--- config.mk ---
export PLATFORM = sky130hd
export DESIGN_NAME = efs_status_capture
export DESIGN_NICKNAME = d
export VERILOG_FILES = /design/src/shared/efs_pkg.sv /design/src/core/efs_status_capture.sv
export SDC_FILE = /design/constraint.sdc
export NUM_CORES = 1
export LEC_CHECK = 0
export BUFFER_PORTS_ARGS = -buffer_cell sky130_fd_sc_hd__buf_2
export CAP_MARGIN = 10
export CORE_AREA = 2 2 126 128
export CTS_CLUSTER_DIAMETER = 150
export DETAILED_ROUTE_END_ITERATION = 10
export DIE_AREA = 0 0 128 130
export GPL_ROUTABILITY_DRIVEN = 0
export PLACE_DENSITY = 0.72
export SLEW_MARGIN = 10
export SYNTH_ARGS = -nofsm -noshare
export SYNTH_HDL_FRONTEND = slang
export SYNTH_SLANG_ARGS = --single-unit
export TNS_END_PERCENT = 100
--- constraint.sdc ---
create_clock -name clock -period 1.9 [get_ports clock]
set_input_delay 0.285 -clock clock [delete_from_list [all_inputs] [get_ports clock]]
set_output_delay 0.285 -clock clock [all_outputs]
set_load 0.02 [all_outputs]
--- src/shared/efs_pkg.sv ---
// constants, register map and carrier types for frame status capture
`default_nettype none
package efs_pkg;
  // ****************************************
  // register map (byte addresses)
  // ****************************************
  localparam logic [31:0] EFS_ADDR_TX_STATUS  = 32'hA060_0018;
  localparam logic [31:0] EFS_ADDR_RX_STATUS  = 32'hA060_001C;
  localparam logic [31:0] EFS_ADDR_CONTROL    = 32'hA060_0100;
  localparam logic [31:0] EFS_ADDR_INT_STATUS = 32'hA060_0104;
  localparam logic [31:0] EFS_ADDR_INT_CLEAR  = 32'hA060_0108;
  localparam logic [31:0] EFS_ADDR_INT_ENABLE = 32'hA060_010C;
  localparam logic [31:0] EFS_RESET_VALUE     = 32'h0000_0000;
  localparam logic [31:0] EFS_CONTROL_RESET   = 32'h0600_0F00;
  // ****************************************
  // control register fields
  // ****************************************
  localparam int EFS_CTL_ALLOW_OVERSIZE = 0;
  localparam int EFS_CTL_CRC_INSERT     = 1;
  localparam int EFS_CTL_TX_RESTART     = 2;
  localparam int EFS_CTL_RETRY_LSB      = 8;
  localparam int EFS_CTL_MAXLEN_LSB     = 16;
  // ****************************************
  // transmit status fields
  // ****************************************
  localparam int EFS_TX_GOOD       = 15;
  localparam int EFS_TX_EXC_COLL   = 10;
  localparam int EFS_TX_FIFO_EMPTY = 9;
  localparam int EFS_TX_OVERSIZE   = 8;
  localparam int EFS_TX_DEFERRED   = 6;
  localparam int EFS_TX_CRC_BAD    = 5;
  localparam int EFS_TX_COLL_LSB   = 0;
  // ****************************************
  // receive status fields
  // ****************************************
  localparam int EFS_RX_LEN_LSB    = 16;
  localparam int EFS_RX_CARRIER    = 15;
  localparam int EFS_RX_SHORT      = 14;
  localparam int EFS_RX_GOOD       = 13;
  localparam int EFS_RX_BROADCAST  = 12;
  localparam int EFS_RX_MULTICAST  = 11;
  localparam int EFS_RX_DRIBBLE    = 9;
  localparam int EFS_DEST_GROUP    = 40;
  // ****************************************
  // interrupt bits and misc values
  // ****************************************
  localparam int EFS_INT_TX_DONE   = 0;
  localparam int EFS_INT_TX_ERROR  = 1;
  localparam int EFS_INT_RX_DONE   = 2;
  localparam logic [2:0]  EFS_INT_MASK       = 3'h7;
  localparam logic [3:0]  EFS_CARRIER_NIBBLE = 4'hE;
  localparam logic [3:0]  EFS_COLL_MAX       = 4'hF;
  localparam logic [10:0] EFS_TX_LEN_ZERO    = 11'h000;
  localparam logic [47:0] EFS_BROADCAST      = 48'hFFFF_FFFF_FFFF;

  typedef enum logic {
    EFS_TX_RUN    = 1'b0,
    EFS_TX_HALTED = 1'b1
  } efs_tx_state_type;

  typedef struct packed {
    logic        frameDone;
    logic        delivered;
    logic        fifoEmpty;
    logic [15:0] lengthBytes;
    logic [31:0] crcAppended;
    logic [31:0] crcComputed;
    logic [4:0]  collisions;
    logic [3:0]  deferAttempts;
    logic        deferExcess;
    logic        deferByCollision;
    logic        lateCollision;
  } efs_tx_report_type;

  typedef struct packed {
    logic        frameDone;
    logic [10:0] lengthBytes;
    logic        crcOk;
    logic        symbolError;
    logic        tooShort;
    logic [47:0] destAddr;
    logic [2:0]  extraBits;
  } efs_rx_report_type;
endpackage : efs_pkg
`default_nettype wire

--- src/core/efs_status_capture.sv ---
// per-frame transmit and receive status capture with apb registers
`default_nettype none
// Contract
// - too many collisions: flag, halt, error irq
// - fifo empty mid-frame: flag, halt, error irq
// - oversize unless allowed: flag, truncate, halt
// - oversize unless allowed: descriptor buffer length zero
// - deferred flag, never for late collisions
// - crc mismatch: flag, halt; never when inserting
// - four-bit transmit collision count
// - rx status loads with rx done flag
// - rx status low half to descriptor
// - eleven-bit receive byte length
// - carrier event since last status reported
// - short event flag for too-short receive
// - rx good: crc ok, no symbol errors
// - broadcast destination flag
// - multicast destination flag
// - one to seven dribble bits flagged
// - tx status loads with done, descriptor copy
// - tx good when delivered without problem
module efs_status_capture (
  input  wire logic                      clock,
  input  wire logic                      sys_rst,
  input  wire logic                      psel,
  input  wire logic                      penable,
  input  wire logic                      pwrite,
  input  wire logic [31:0]               paddr,
  input  wire logic [31:0]               pwdata,
  input  wire logic [3:0]                pstrb,
  output logic                           pready,
  output logic [31:0]                    prdata,
  output logic                           pslverr,
  input  wire efs_pkg::efs_tx_report_type txReport,
  input  wire efs_pkg::efs_rx_report_type rxReport,
  input  wire logic                      phyRxErrorPin,
  input  wire logic                      phyRxValidPin,
  input  wire logic [3:0]                phyRxData,
  output logic                           txHalted,
  output logic                           txTruncate,
  output logic                           txDescWrite,
  output logic [15:0]                    txDescStatus,
  output logic                           txDescLenWrite,
  output logic [10:0]                    txDescLength,
  output logic                           rxDescWrite,
  output logic [15:0]                    rxDescStatus,
  output logic                           irq
);
  // ****************************************
  // state
  // ****************************************
  logic [31:0]               controlReg;
  logic [31:0]               txStatusReg;
  logic [31:0]               txStatusNext;
  logic [31:0]               rxStatusReg;
  logic [31:0]               rxStatusNext;
  logic [2:0]                intStatusReg;
  logic [2:0]                intEnableReg;
  logic                      carrierPendingReg;
  efs_pkg::efs_tx_state_type txStateReg;
  efs_pkg::efs_tx_state_type txStateNext;

  logic        oversizeAllowSetting;
  logic        checksumInsertEnable;
  logic [3:0]  retryLimit;
  logic [15:0] maxFrameLength;
  logic        txAbortTooManyCollisions;
  logic        txAbortFifoEmpty;
  logic        txAbortOversize;
  logic        txDeferredFlag;
  logic        txChecksumMismatch;
  logic [3:0]  txCollisionCount;
  logic        txGoodFlag;
  logic        txAbort;
  logic        carrierEvent;
  logic        restartReq;
  logic [2:0]  intSet;
  logic [2:0]  intClear;
  logic        setupPhase;
  logic        writeAccess;

  // saturate a collision tally into the four-bit field
  function automatic logic [3:0] sat_count(input logic [4:0] n);
    sat_count = n[4] ? efs_pkg::EFS_COLL_MAX : n[3:0];
  endfunction : sat_count

  // full-word write match for a register address
  function automatic logic wr_hit(input logic [31:0] a,
                                  input logic [31:0] target);
    wr_hit = (a == target);
  endfunction : wr_hit

  // ****************************************
  // apb slave
  // ****************************************
  // zero wait states: data is prepared during setup
  assign pready      = 1'b1;
  assign setupPhase  = psel && !penable;
  assign writeAccess = psel && penable && pwrite;
  assign oversizeAllowSetting = controlReg[efs_pkg::EFS_CTL_ALLOW_OVERSIZE];
  assign checksumInsertEnable = controlReg[efs_pkg::EFS_CTL_CRC_INSERT];
  assign retryLimit     = controlReg[efs_pkg::EFS_CTL_RETRY_LSB +: 4];
  assign maxFrameLength = controlReg[efs_pkg::EFS_CTL_MAXLEN_LSB +: 16];
  assign restartReq = writeAccess &&
                      wr_hit(paddr, efs_pkg::EFS_ADDR_CONTROL) &&
                      pwdata[efs_pkg::EFS_CTL_TX_RESTART] && pstrb[0];
  assign intClear = (writeAccess &&
                     wr_hit(paddr, efs_pkg::EFS_ADDR_INT_CLEAR) &&
                     pstrb[0]) ? pwdata[2:0] : 3'h0;

  always_ff @(posedge clock) begin
    if (sys_rst) begin
      prdata  <= efs_pkg::EFS_RESET_VALUE;
      pslverr <= 1'b0;
    end else if (setupPhase) begin
      pslverr <= 1'b0;
      prdata  <= efs_pkg::EFS_RESET_VALUE;
      case (paddr)
        efs_pkg::EFS_ADDR_TX_STATUS: begin
          prdata  <= txStatusReg;
          pslverr <= pwrite;
        end
        efs_pkg::EFS_ADDR_RX_STATUS: begin
          prdata  <= rxStatusReg;
          pslverr <= pwrite;
        end
        efs_pkg::EFS_ADDR_CONTROL: begin
          prdata <= controlReg;
        end
        efs_pkg::EFS_ADDR_INT_STATUS: begin
          prdata  <= {29'h0000_0000, intStatusReg};
          pslverr <= pwrite;
        end
        efs_pkg::EFS_ADDR_INT_CLEAR: begin
          pslverr <= !pwrite;
        end
        efs_pkg::EFS_ADDR_INT_ENABLE: begin
          prdata <= {29'h0000_0000, intEnableReg};
        end
        default: begin
          pslverr <= 1'b1;
        end
      endcase
    end
  end

  // restart bit is a strobe and never stored
  always_ff @(posedge clock) begin
    if (sys_rst) begin
      controlReg <= efs_pkg::EFS_CONTROL_RESET;
    end else if (writeAccess && wr_hit(paddr, efs_pkg::EFS_ADDR_CONTROL)) begin
      for (int b = 0; b < 4; b++) begin
        if (pstrb[b]) begin
          controlReg[b*8 +: 8] <= pwdata[b*8 +: 8];
        end
      end
      controlReg[efs_pkg::EFS_CTL_TX_RESTART] <= 1'b0;
    end
  end

  always_ff @(posedge clock) begin
    if (sys_rst) begin
      intEnableReg <= 3'h0;
    end else if (writeAccess &&
                 wr_hit(paddr, efs_pkg::EFS_ADDR_INT_ENABLE) && pstrb[0]) begin
      intEnableReg <= pwdata[2:0];
    end
  end

  // ****************************************
  // transmit status
  // ****************************************
  assign txAbortTooManyCollisions =
    txReport.collisions > {1'b0, retryLimit};
  assign txAbortFifoEmpty = txReport.fifoEmpty;
  assign txAbortOversize  = !oversizeAllowSetting &&
                            (txReport.lengthBytes > maxFrameLength);
  // inserted crc is ours, so no mismatch can be blamed
  assign txChecksumMismatch = !checksumInsertEnable &&
    (txReport.crcAppended != txReport.crcComputed);
  assign txDeferredFlag = !txReport.lateCollision &&
    (((txReport.deferAttempts != 4'h0) && !txReport.deferExcess) ||
     txReport.deferByCollision);
  assign txCollisionCount = sat_count(txReport.collisions);
  assign txAbort = txAbortTooManyCollisions || txAbortFifoEmpty ||
                   txAbortOversize || txChecksumMismatch;
  assign txGoodFlag = txReport.delivered && !txAbort;

  always_comb begin
    txStatusNext = efs_pkg::EFS_RESET_VALUE;
    txStatusNext[efs_pkg::EFS_TX_GOOD]       = txGoodFlag;
    txStatusNext[efs_pkg::EFS_TX_EXC_COLL]   = txAbortTooManyCollisions;
    txStatusNext[efs_pkg::EFS_TX_FIFO_EMPTY] = txAbortFifoEmpty;
    txStatusNext[efs_pkg::EFS_TX_OVERSIZE]   = txAbortOversize;
    txStatusNext[efs_pkg::EFS_TX_DEFERRED]   = txDeferredFlag;
    txStatusNext[efs_pkg::EFS_TX_CRC_BAD]    = txChecksumMismatch;
    txStatusNext[efs_pkg::EFS_TX_COLL_LSB +: 4] = txCollisionCount;
  end

  always_ff @(posedge clock) begin
    if (sys_rst) begin
      txStatusReg <= efs_pkg::EFS_RESET_VALUE;
    end else if (txReport.frameDone && txStateReg == efs_pkg::EFS_TX_RUN) begin
      txStatusReg <= txStatusNext;
    end
  end

  always_ff @(posedge clock) begin
    if (sys_rst) begin
      txDescWrite    <= 1'b0;
      txDescStatus   <= 16'h0000;
      txDescLenWrite <= 1'b0;
      txDescLength   <= efs_pkg::EFS_TX_LEN_ZERO;
      txTruncate     <= 1'b0;
    end else begin
      txDescWrite    <= txReport.frameDone &&
                        txStateReg == efs_pkg::EFS_TX_RUN;
      txDescStatus   <= txStatusNext[15:0];
      txDescLenWrite <= txReport.frameDone && txAbortOversize &&
                        txStateReg == efs_pkg::EFS_TX_RUN;
      txDescLength   <= efs_pkg::EFS_TX_LEN_ZERO;
      txTruncate     <= txReport.frameDone && txAbortOversize &&
                        txStateReg == efs_pkg::EFS_TX_RUN;
    end
  end

  // ****************************************
  // transmit halt
  // ****************************************
  // frames reported while halted are dropped, not recorded
  always_comb begin
    txStateNext = txStateReg;
    case (txStateReg)
      efs_pkg::EFS_TX_RUN: begin
        if (txReport.frameDone && txAbort) begin
          txStateNext = efs_pkg::EFS_TX_HALTED;
        end
      end
      efs_pkg::EFS_TX_HALTED: begin
        if (restartReq) begin
          txStateNext = efs_pkg::EFS_TX_RUN;
        end
      end
      default: begin
        txStateNext = efs_pkg::EFS_TX_HALTED;
      end
    endcase
  end

  always_ff @(posedge clock) begin
    if (sys_rst) begin
      txStateReg <= efs_pkg::EFS_TX_RUN;
    end else begin
      txStateReg <= txStateNext;
    end
  end

  assign txHalted = (txStateReg == efs_pkg::EFS_TX_HALTED);

  // ****************************************
  // receive status
  // ****************************************
  assign carrierEvent = phyRxErrorPin && !phyRxValidPin &&
                        (phyRxData == efs_pkg::EFS_CARRIER_NIBBLE);

  always_comb begin
    rxStatusNext = efs_pkg::EFS_RESET_VALUE;
    rxStatusNext[efs_pkg::EFS_RX_LEN_LSB +: 11] = rxReport.lengthBytes;
    rxStatusNext[efs_pkg::EFS_RX_CARRIER] =
      carrierPendingReg || carrierEvent;
    rxStatusNext[efs_pkg::EFS_RX_SHORT] = rxReport.tooShort;
    rxStatusNext[efs_pkg::EFS_RX_GOOD] =
      rxReport.crcOk && !rxReport.symbolError;
    rxStatusNext[efs_pkg::EFS_RX_BROADCAST] = rxReport.crcOk &&
      (rxReport.destAddr == efs_pkg::EFS_BROADCAST);
    rxStatusNext[efs_pkg::EFS_RX_MULTICAST] = rxReport.crcOk &&
      rxReport.destAddr[efs_pkg::EFS_DEST_GROUP] &&
      (rxReport.destAddr != efs_pkg::EFS_BROADCAST);
    // meaningless on the reduced interface; software ignores it there
    rxStatusNext[efs_pkg::EFS_RX_DRIBBLE] =
      (rxReport.extraBits != 3'h0);
  end

  // an event in the reporting cycle is kept with this frame
  always_ff @(posedge clock) begin
    if (sys_rst) begin
      carrierPendingReg <= 1'b0;
    end else if (rxReport.frameDone) begin
      carrierPendingReg <= 1'b0;
    end else if (carrierEvent) begin
      carrierPendingReg <= 1'b1;
    end
  end

  always_ff @(posedge clock) begin
    if (sys_rst) begin
      rxStatusReg  <= efs_pkg::EFS_RESET_VALUE;
      rxDescWrite  <= 1'b0;
      rxDescStatus <= 16'h0000;
    end else begin
      rxDescWrite <= rxReport.frameDone;
      if (rxReport.frameDone) begin
        rxStatusReg  <= rxStatusNext;
        rxDescStatus <= rxStatusNext[15:0];
      end
    end
  end

  // ****************************************
  // interrupts
  // ****************************************
  always_comb begin
    intSet = 3'h0;
    intSet[efs_pkg::EFS_INT_TX_DONE] =
      txReport.frameDone && txStateReg == efs_pkg::EFS_TX_RUN;
    intSet[efs_pkg::EFS_INT_TX_ERROR] =
      txReport.frameDone && txAbort &&
      txStateReg == efs_pkg::EFS_TX_RUN;
    intSet[efs_pkg::EFS_INT_RX_DONE] = rxReport.frameDone;
  end

  // set wins over a clear in the same cycle
  always_ff @(posedge clock) begin
    if (sys_rst) begin
      intStatusReg <= 3'h0;
    end else begin
      intStatusReg <= ((intStatusReg & ~intClear) | intSet) &
                      efs_pkg::EFS_INT_MASK;
    end
  end

  assign irq = |(intStatusReg & intEnableReg);
endmodule : efs_status_capture
`default_nettype wire

# == Yosys cells after proc, flatten, opt, wreduce, memory -nomap -nowiden ==
# Cells that the tools add are included.
# totals
inputBits,240
elab_cells,92
regBits,124
output_inout_bits,83
# classes
n_mux,7
n_reduce_logical,50
n_eq_ne,10
n_lt_le_gt_ge,2
bitwise,5
# op_table
cell,count
equality test 32 bit (second input constant),6
case mux 32 bit (5 select lines),1
equality test 48 bit (second input constant),1
!= test 48 bit (second input constant),1
!= test 32 bit,1
logical AND 1 bit,26
> comparator 16 bit,1
zero test 1 bit,9
AND reduction 2 bit,4
AND 3 bit,2
OR reduction 3 bit,2
> comparator 5 x 4 -> 1 bit,1
logical OR 1 bit,5
equality test 4 bit (second input constant),1
2-to-1 mux 4 bit,1
nonzero test 4 bit,1
OR reduction 2 bit,2
2-to-1 mux 3 bit,1
inverter 3 bit,1
bitwise OR 3 bit,1
case mux 1 bit (3 select lines),1
nonzero test 3 bit,1
2-to-1 mux 1 bit,2
case mux 1 bit (2 select lines),1
inverter 1 bit,1

# == Logic depth before layout (Yosys ltp) ==
# Gate-level depths: netlist of the first run.
# logic_depth
depth_word,8
ltp_mapped,8
mapped_depth_nobuf,8

# == Worst setup path before layout of the first run ==
# Ideal clock, no wire load.
# synth_timing
path_kind,register to register
start,register controlReg[30]
end,"register txStateReg, in the netlist txHalted"
path_stages_with_launch,9
required_ns,1.783
n_path_buf,0
arrival_time_ns,1.938
setup_slack_ns,-0.155
cell_sequence,dfxtp_1 inv_1 ha_1 a21oi_1 nand2_1 a221o_1 o31ai_1 nand4b_1 a22o_1
# synth_via
elab_chain_len,7
# synth_lines
item,line_no,source
from (decl),efs_status_capture.sv:52,logic [31:0] controlReg;
from (signal assigned),efs_status_capture.sv:150,controlReg <= efs_pkg::EFS_CONTROL_RESET;
"from (signal, indexed assignment)",efs_status_capture.sv:154,controlReg[b*8 +: 8] <= pwdata[b*8 +: 8];
> comparator 16 bit,efs_status_capture.sv:177,(txReport.lengthBytes > maxFrameLength);
logical AND 1 bit,efs_status_capture.sv:176,assign txAbortOversize = !oversizeAllowSetting &&
logical OR 1 bit,efs_status_capture.sv:185,assign txAbort = txAbortTooManyCollisions || txAbortFifoEmpty ||
logical OR 1 bit,efs_status_capture.sv:186,txAbortOversize || txChecksumMismatch;
logical AND 1 bit,efs_status_capture.sv:235,if (txReport.frameDone && txAbort) begin
2-to-1 mux 1 bit,efs_status_capture.sv:235,
case mux 1 bit (2 select lines),efs_status_capture.sv:233,case (txStateReg)
to (signal assigned),efs_status_capture.sv:252,txStateReg <= efs_pkg::EFS_TX_RUN;
to (signal assigned),efs_status_capture.sv:254,txStateReg <= txStateNext;
to (decl),efs_status_capture.sv:60,efs_pkg::efs_tx_state_type txStateReg;
# Every way passes these cells.
# A chain may end at the register's enable or synchronous reset.

# == Final worst setup path of the first run ==
# layout_timing
start,register controlReg[17]
end,"register txStateReg, in the netlist txHalted"
# Same word-level chain as after synthesis.

==> flow_metrics.env, run 1 <==
export IMPL_status="complete, but fails checks"
export IMPL_dieArea_mm2=0.01664
export IMPL_synth_seq_cells=112
export IMPL_critPathMaxFanout=4
export IMPL_yosys_warnings=0
export IMPL_slew_viol_final=0
export IMPL_root_buffer="clkbuf_16"
export IMPL_fillers=1471
export IMPL_ff_latch_area_mm2=0.002258
export IMPL_io_pins=323
export IMPL_avgSynthCellArea_um2=8.762
export IMPL_p_leak_nw=3.782
export IMPL_die_x_um=128
export IMPL_antenna_left=0
export IMPL_slew_headroom_pct=61.14
export IMPL_dp_hpwl_um=15290
export IMPL_required_ps=2160
export IMPL_synth_edf_count=0
export IMPL_track_usage_pct=22.13
export IMPL_fp_coreArea_mm2=0.01542
export IMPL_layout_drive_gt1_share_pct=43.74
export IMPL_multi_input_area_mm2=0.003322
export IMPL_synth_seq_area_share_pct=39.67
export IMPL_drc=0
export IMPL_path_clk_slew_ps=80
export IMPL_die_y_um=130
export IMPL_critPathLaunchType="register"
export IMPL_antenna_found_initial=1
export IMPL_maxCapViolCount=0
export IMPL_crit_arrival_ps=2300
export IMPL_final_util_pct=52.45
export IMPL_wl_um=19200
export IMPL_grt_pass1_wl_um=28100
export IMPL_avgViaCountPerCell=5.017
export IMPL_fin_tns_setup_ps=-443.0
export IMPL_yosysUniqueCellTypes=63
export IMPL_synth_area_mm2=0.005652
export IMPL_rsz0062_at_grt="true"
export IMPL_overflow=0
export IMPL_min_period_over_period_pct=107.5
export IMPL_p_per_area_mw_per_mm2=650.0
export IMPL_worst_slew_pin_slew_ps=583.0
export IMPL_synth_area_leader_cell="dfxtp_1"
export IMPL_area_delta_synth_final_pct=43.15
export IMPL_avgRoutedWirePerCell_um=16.55
export IMPL_end_kind="register"
export IMPL_ctsHtreeMaxLevel=3
export IMPL_dpl_instance_area_mm2=0.007546
export IMPL_port_buffers=294
export IMPL_num_vias=5820
export IMPL_drt_pass1_iter_count=5
export IMPL_syn_inst=645
export IMPL_clock_skew_ps=9.473
export IMPL_violations="setup timing"
export IMPL_cts_inserted_buffers=9
export IMPL_setup_viol=5
export IMPL_insertion_delay_ps=360
export IMPL_min_period_ps=2043
export IMPL_synth_area_leaders="dfxtp_1, mux2i_1, buf_4"
export IMPL_hold_viol=0
export IMPL_holdBufCountCts=0
export IMPL_clock_sinks=112
export IMPL_setup_ws_ps=-143.1
export IMPL_hold_class="in2reg"
export IMPL_ir_drop_v=0.0004221
export IMPL_cts_max_path_buffers=2
export IMPL_stdcell_area_mm2=0.008090
export IMPL_grt_pass1_vias=5525
export IMPL_synth_top_area_share_pct=39.67
export IMPL_hold_slack_ps=110.7
export IMPL_cts_tree="built"
export IMPL_std_cell_rows=46
export IMPL_crit_type="reg2reg"
export IMPL_synth_async_reset_ratio_pct=0
export IMPL_synth_ff_type="dfxtp_1"
export IMPL_numPlacedInstances=1140
export IMPL_grt_max_degree=54
export IMPL_fin_cells=1160
export IMPL_fmax_ghz=0.4895
export IMPL_drt_initial_drc_count=345
export IMPL_finalNetCount=1223
export IMPL_initial_core_util_pct=36.64
==> synthesized netlist by cell type, types with 3 or more instances <==
cell,n
nor2b_1,8
nand3_4,3
buf_4,37
nor4_2,4
ha_1,20
inv_1,28
a21oi_1,32
clkbuf_1,23
a22o_1,3
mux2i_1,41
nand2_1,68
nand2b_1,3
nor4_1,9
xnor2_1,24
nor3_1,5
o21ai_1,23
nor4b_1,4
xor2_1,8
o21ai_0,6
a22oi_1,20
nor2_1,69
a221oi_1,3
a211oi_1,8
dfxtp_1,112
nand3_1,16
nand4_1,27
==> through the flow <==
stage / worst slack (ps) / power [mW]
after floorplan: -57.24 / 2.903
after detailed placement: -261.5 / 3.264
after global placement: -216.1 / 3.248
after global routing: -212.0 / 5.464
final: -143.1 / 5.259
after CTS: -159.5 / 5.302
==> worst max-delay path: stages (launching register included) <==
cell and delay (ps):
dfxtp_2 340, inv_2 50, ha_4 200, nor2b_1 130, o211ai_1 260, a21boi_2 130, o31ai_4 410, nand4b_1 180
a22o_1 230
==> sequential cells by signal, summed over array words and instances (netlist names), 3 cells and up <==
register	flops
controlReg	31
intEnableReg	3
intStatusReg	3
prdata	32
rxStatusReg	17
txDescStatus	10
txStatusReg	10
==> cell families after synthesis <==
kind of cell | after synthesis | synth area share [%]
and+or+nand+nor | 234 | 21.83
buffers and inverters | 90 | 8.590
DFF | 112 | 39.67
other | 2 | 0.1329
xor gates and xnor gates | 32 | 4.959
muxes | 42 | 7.461
AOI/OAI and AO/OA | 113 | 12.93
adders and majority gates | 20 | 4.428
==> layout make-up <==
type	count	area share (%)
Clock inverter	6	1.052
Inverter	28	1.299
Clock buffer	9	2.784
Sequential cell	112	27.92
Antenna cell	1	0.03093
Tap cell	192	2.969
Multi-Input combinational cell	469	41.06
Timing Repair Buffer	343	22.89
==> final timing paths <==
check | slack (ps) | depth (start not counted) | startpoint | to
hold reg to reg | 450 | 2 | prdata[4] | prdata[4]
hold / removal | 110 | 2 | txReport[0] | txDescStatus[6]
setup reg to reg | -140 | 8 | controlReg[17] | txHalted
setup / recovery | -140 | 8 | controlReg[17] | txHalted
==> power breakdown <==
| group | internal [mW] | switching (mW) |
|---|---|---|
| clock | 1.05 | 0.969 |
| sequential | 2.41 | 0.0340 |
| combinational | 0.366 | 0.432 |
==> cells in the final DEF (no fill, tap or decap), types with 12 or more instances in the layout <==
| cell | instances |
|---|---|
| nor2_1 | 68 |
| buf_4 | 48 |
| buf_2 | 294 |
| dfxtp_1 | 99 |
| a22oi_1 | 20 |
| conb_1 | 28 |
| nand4_1 | 27 |
| xnor2_1 | 24 |
| nand3_1 | 15 |
| ha_4 | 12 |
| nand2_1 | 67 |
| o21ai_1 | 25 |
| inv_1 | 17 |
| mux2i_1 | 41 |
| a21oi_1 | 29 |
| dfxtp_2 | 13 |
==> metal layers <==
metal | share of wire, % | global-route usage (%)
met3 | 7.5 | 5.494
met4 | 2.5 | 7.304
met5 | 0 | 0
met2 | 51 | 41.46
met1 | 39 | 24.57
==> repair_timing <==
item | 4_1_cts | 5_1_grt
endpoints found under the hold margin | 0 | 0
buffers inserted | 4 | 1
endpoints found under the setup margin | 7 | 6
pin swaps | 13 | 11
resized for setup | 32 | 13
Power figures use the tool's default switching activity.
==> run 2: changes to the inputs <==
Settings changed: CTS_CLUSTER_DIAMETER 150 to 80, GPL_ROUTABILITY_DRIVEN 0 to unset, SETUP_SLACK_MARGIN set to 0.5.
==> run 2 against run 1 <==
Effect of this change:
- the flow still finishes with violations (setup timing)
- flip-flop and latch count is the same
- combinational power is 7.4% higher
- sequential power about the same
- power is 0.13% lower
- wire length grew 7.3%
- setup slack better by 44 ps
- clock power fell by 3%
- first-iteration DRC count shrank 29%
- hold slack improved by 14 ps
==> flow_metrics.env, run 2 (synthesized netlist as in run 1, its figures left out) <==
export IMPL_holdBufCountCts=0
export IMPL_rr_startpoint="controlReg[21]"
export IMPL_io_pins=323
export IMPL_cts_tree="built"
export IMPL_reg_top3="prdata (32), controlReg (31), rxStatusReg (17)"
export IMPL_p_int_mw=3.781
export IMPL_stdcell_area_mm2=0.008828
export IMPL_ctsHtreeMaxLevel=3
export IMPL_track_usage_pct=23.05
export IMPL_wl_um=20610
export IMPL_antenna_left=0
export IMPL_die_x_um=128
export IMPL_pwr_share_seq_pct=46.5
export IMPL_critPathMaxStageDelay_ps=340
export IMPL_grt_max_degree=46
export IMPL_hp_start="txReport[0]"
export IMPL_final_cell_mix="buf_2, dfxtp_1, nor2_1"
export IMPL_maxCapViolCount=0
export IMPL_antenna_found_initial=6
export IMPL_status="complete, but fails checks"
export IMPL_cp_cell_sequence="inv_2 > ha_4 > a21oi_2 > o21ai_1 > a221o_1 > o31ai_2 > buf_4 > nand4b_1 > a22o_1"
export IMPL_slew_viol_final=0
export IMPL_drt_initial_drc_count=244
export IMPL_avgViaCountPerCell=5.080
export IMPL_critPathMaxFanout=4
export IMPL_finalWeightedCongestion=0.8951
export IMPL_reg2reg_depth=9
export IMPL_num_vias=5989
export IMPL_dieArea_mm2=0.01664
export IMPL_drc=0
export IMPL_clock_skew_ps=9.928
export IMPL_setup_ws_ps=-98.72
export IMPL_final_common_cell="buf_2"
export IMPL_p_leak_nw=3.991
export IMPL_critPathLaunchType="register"
export IMPL_die_y_um=130
export IMPL_finalNetCount=1237
export IMPL_crit_slowest_cell="dfxtp_2"
export IMPL_cts_max_path_buffers=2
export IMPL_min_period_ps=1999
export IMPL_fillers=1379
export IMPL_crit_arrival_ps=2250
export IMPL_end_kind="register"
export IMPL_dp_hpwl_um=15640
export IMPL_setup_viol=5
export IMPL_rsz0062_at_grt="true"
export IMPL_overflow=0
export IMPL_initial_core_util_pct=36.64
export IMPL_p_switching_mw=1.471
export IMPL_violations="setup timing"
export IMPL_crit_start="controlReg[21]"
export IMPL_path_clk_slew_ps=80
export IMPL_fmax_ghz=0.5003
export IMPL_largest_register="prdata"
export IMPL_crit_type="reg2reg"
export IMPL_path_delay_family="compound AO/OA/AOI/OAI gates"
export IMPL_largest_reg_flops=32
export IMPL_rrSetupSlack_ps=-100
export IMPL_hold_slack_ps=124.9
export IMPL_area_delta_synth_final_pct=56.21
export IMPL_fp_coreArea_mm2=0.01542
export IMPL_p_per_area_mw_per_mm2=594.9
export IMPL_p_comb_share_pct=16.3
export IMPL_std_cell_rows=46
export IMPL_insertion_delay_ps=360
export IMPL_cts_inserted_buffers=9
export IMPL_ir_drop_v=0.0004733
export IMPL_min_delay_path_depth=2
export IMPL_switching_share_pct=28.01
export IMPL_grt_pass1_wl_um=28940
export IMPL_dpl_instance_area_mm2=0.007659
export IMPL_grt_pass1_vias=5685
export IMPL_worst_slew_pin_slew_ps=1000
export IMPL_layout_drive_gt1_share_pct=51.02
export IMPL_required_ps=2150
export IMPL_hold_viol=0
export IMPL_root_buffer="clkbuf_16"
export IMPL_min_period_over_period_pct=105.2
export IMPL_crit_buf_inv=2
export IMPL_hold_class="in2reg"
export IMPL_avgRoutedWirePerCell_um=17.48
export IMPL_port_buffers=294
export IMPL_hold_end="txDescStatus[6]"
export IMPL_clock_sinks=112
export IMPL_r2r_end="txHalted"
export IMPL_slew_headroom_pct=33.25
export IMPL_drt_pass1_iter_count=5
export IMPL_clkPwrFrac_pct=37.1
-- run 2: cell count changes in the layout (fill, tap and decap cells not counted), sizes merged --
cell,before,now
buf,343,357
diode,1,5
bufinv,1,0
clkbuf,9,10
clkinv,1,2
clkinvlp,1,0
inv,31,32
-- run 2: per-stage QoR --
step	utilization (%)	setup WS (ps)	power, mW	setup TNS (ps)	instances
final	57.24	-98.72	5.252	-427.6	1179
after global routing	57.24	-200.1	5.467	-1031	1179
after CTS	54.94	-124.7	5.242	-277.2	1167
after detailed placement	49.65	-174.5	3.272	-6817	1140
after global placement	49.65	-138.4	3.259	-5774	1140
after floorplan	-	-57.24	2.909	-1151	671
-- run 2: per-layer routing --
metal,up-vias,part of all wire (%),global-route usage (%)
met5,-,0,0
met4,0,3.2,9.955
met3,40,6.4,4.674
met2,278,55,45.11
met1,2785,36,23.77
li1,2886,-,-
-- run 2: final cells by class --
| class | instances | area, um^2 | share of cell area, % |
|---|---|---|---|
| clock inverter | 6 | 70.07 | 0.7937 |
| sequential | 112 | 2263 | 25.64 |
| inverter | 28 | 105.1 | 1.190 |
| clock buffer | 10 | 239.0 | 2.707 |
| multi-input combinational | 469 | 3702 | 41.94 |
| tap | 192 | 240.2 | 2.721 |
| timing repair buffer | 357 | 2196 | 24.87 |
| antenna | 5 | 12.51 | 0.1417 |
-- run 2: worst register-to-register path, stage by stage, from the launching register on --
cell      delay (ps)
dfxtp_2          340
inv_2             40
ha_4             210
a21oi_2          140
o21ai_1          100
a221o_1          330
o31ai_2          180
buf_4            170
nand4b_1         140
a22o_1           230
-- run 2: worst max-delay path by stage --
stage / cells past startpoint / to
floorplan: 6 / controlReg[10]
global placement: 9 / txHalted
detailed placement: 9 / txHalted
CTS: 9 / txHalted
global route: 9 / txHalted
finish: 9 / txHalted
-- run 2: what timing repair did --
action	CTS	global route
setup endpoints to repair	79	81
resized for setup	87	59
pin swaps	60	57
buffers inserted	9	7
gates cloned	2	0
-- run 2: power groups by stage --
stage,clock network [mW],registers [mW],logic [mW]
after CTS,1.99,2.45,0.811
after detailed placement,0,2.50,0.776
after floorplan,0,2.51,0.397
after global routing,2.09,2.45,0.927
final,1.95,2.44,0.857
after global placement,0,2.50,0.763
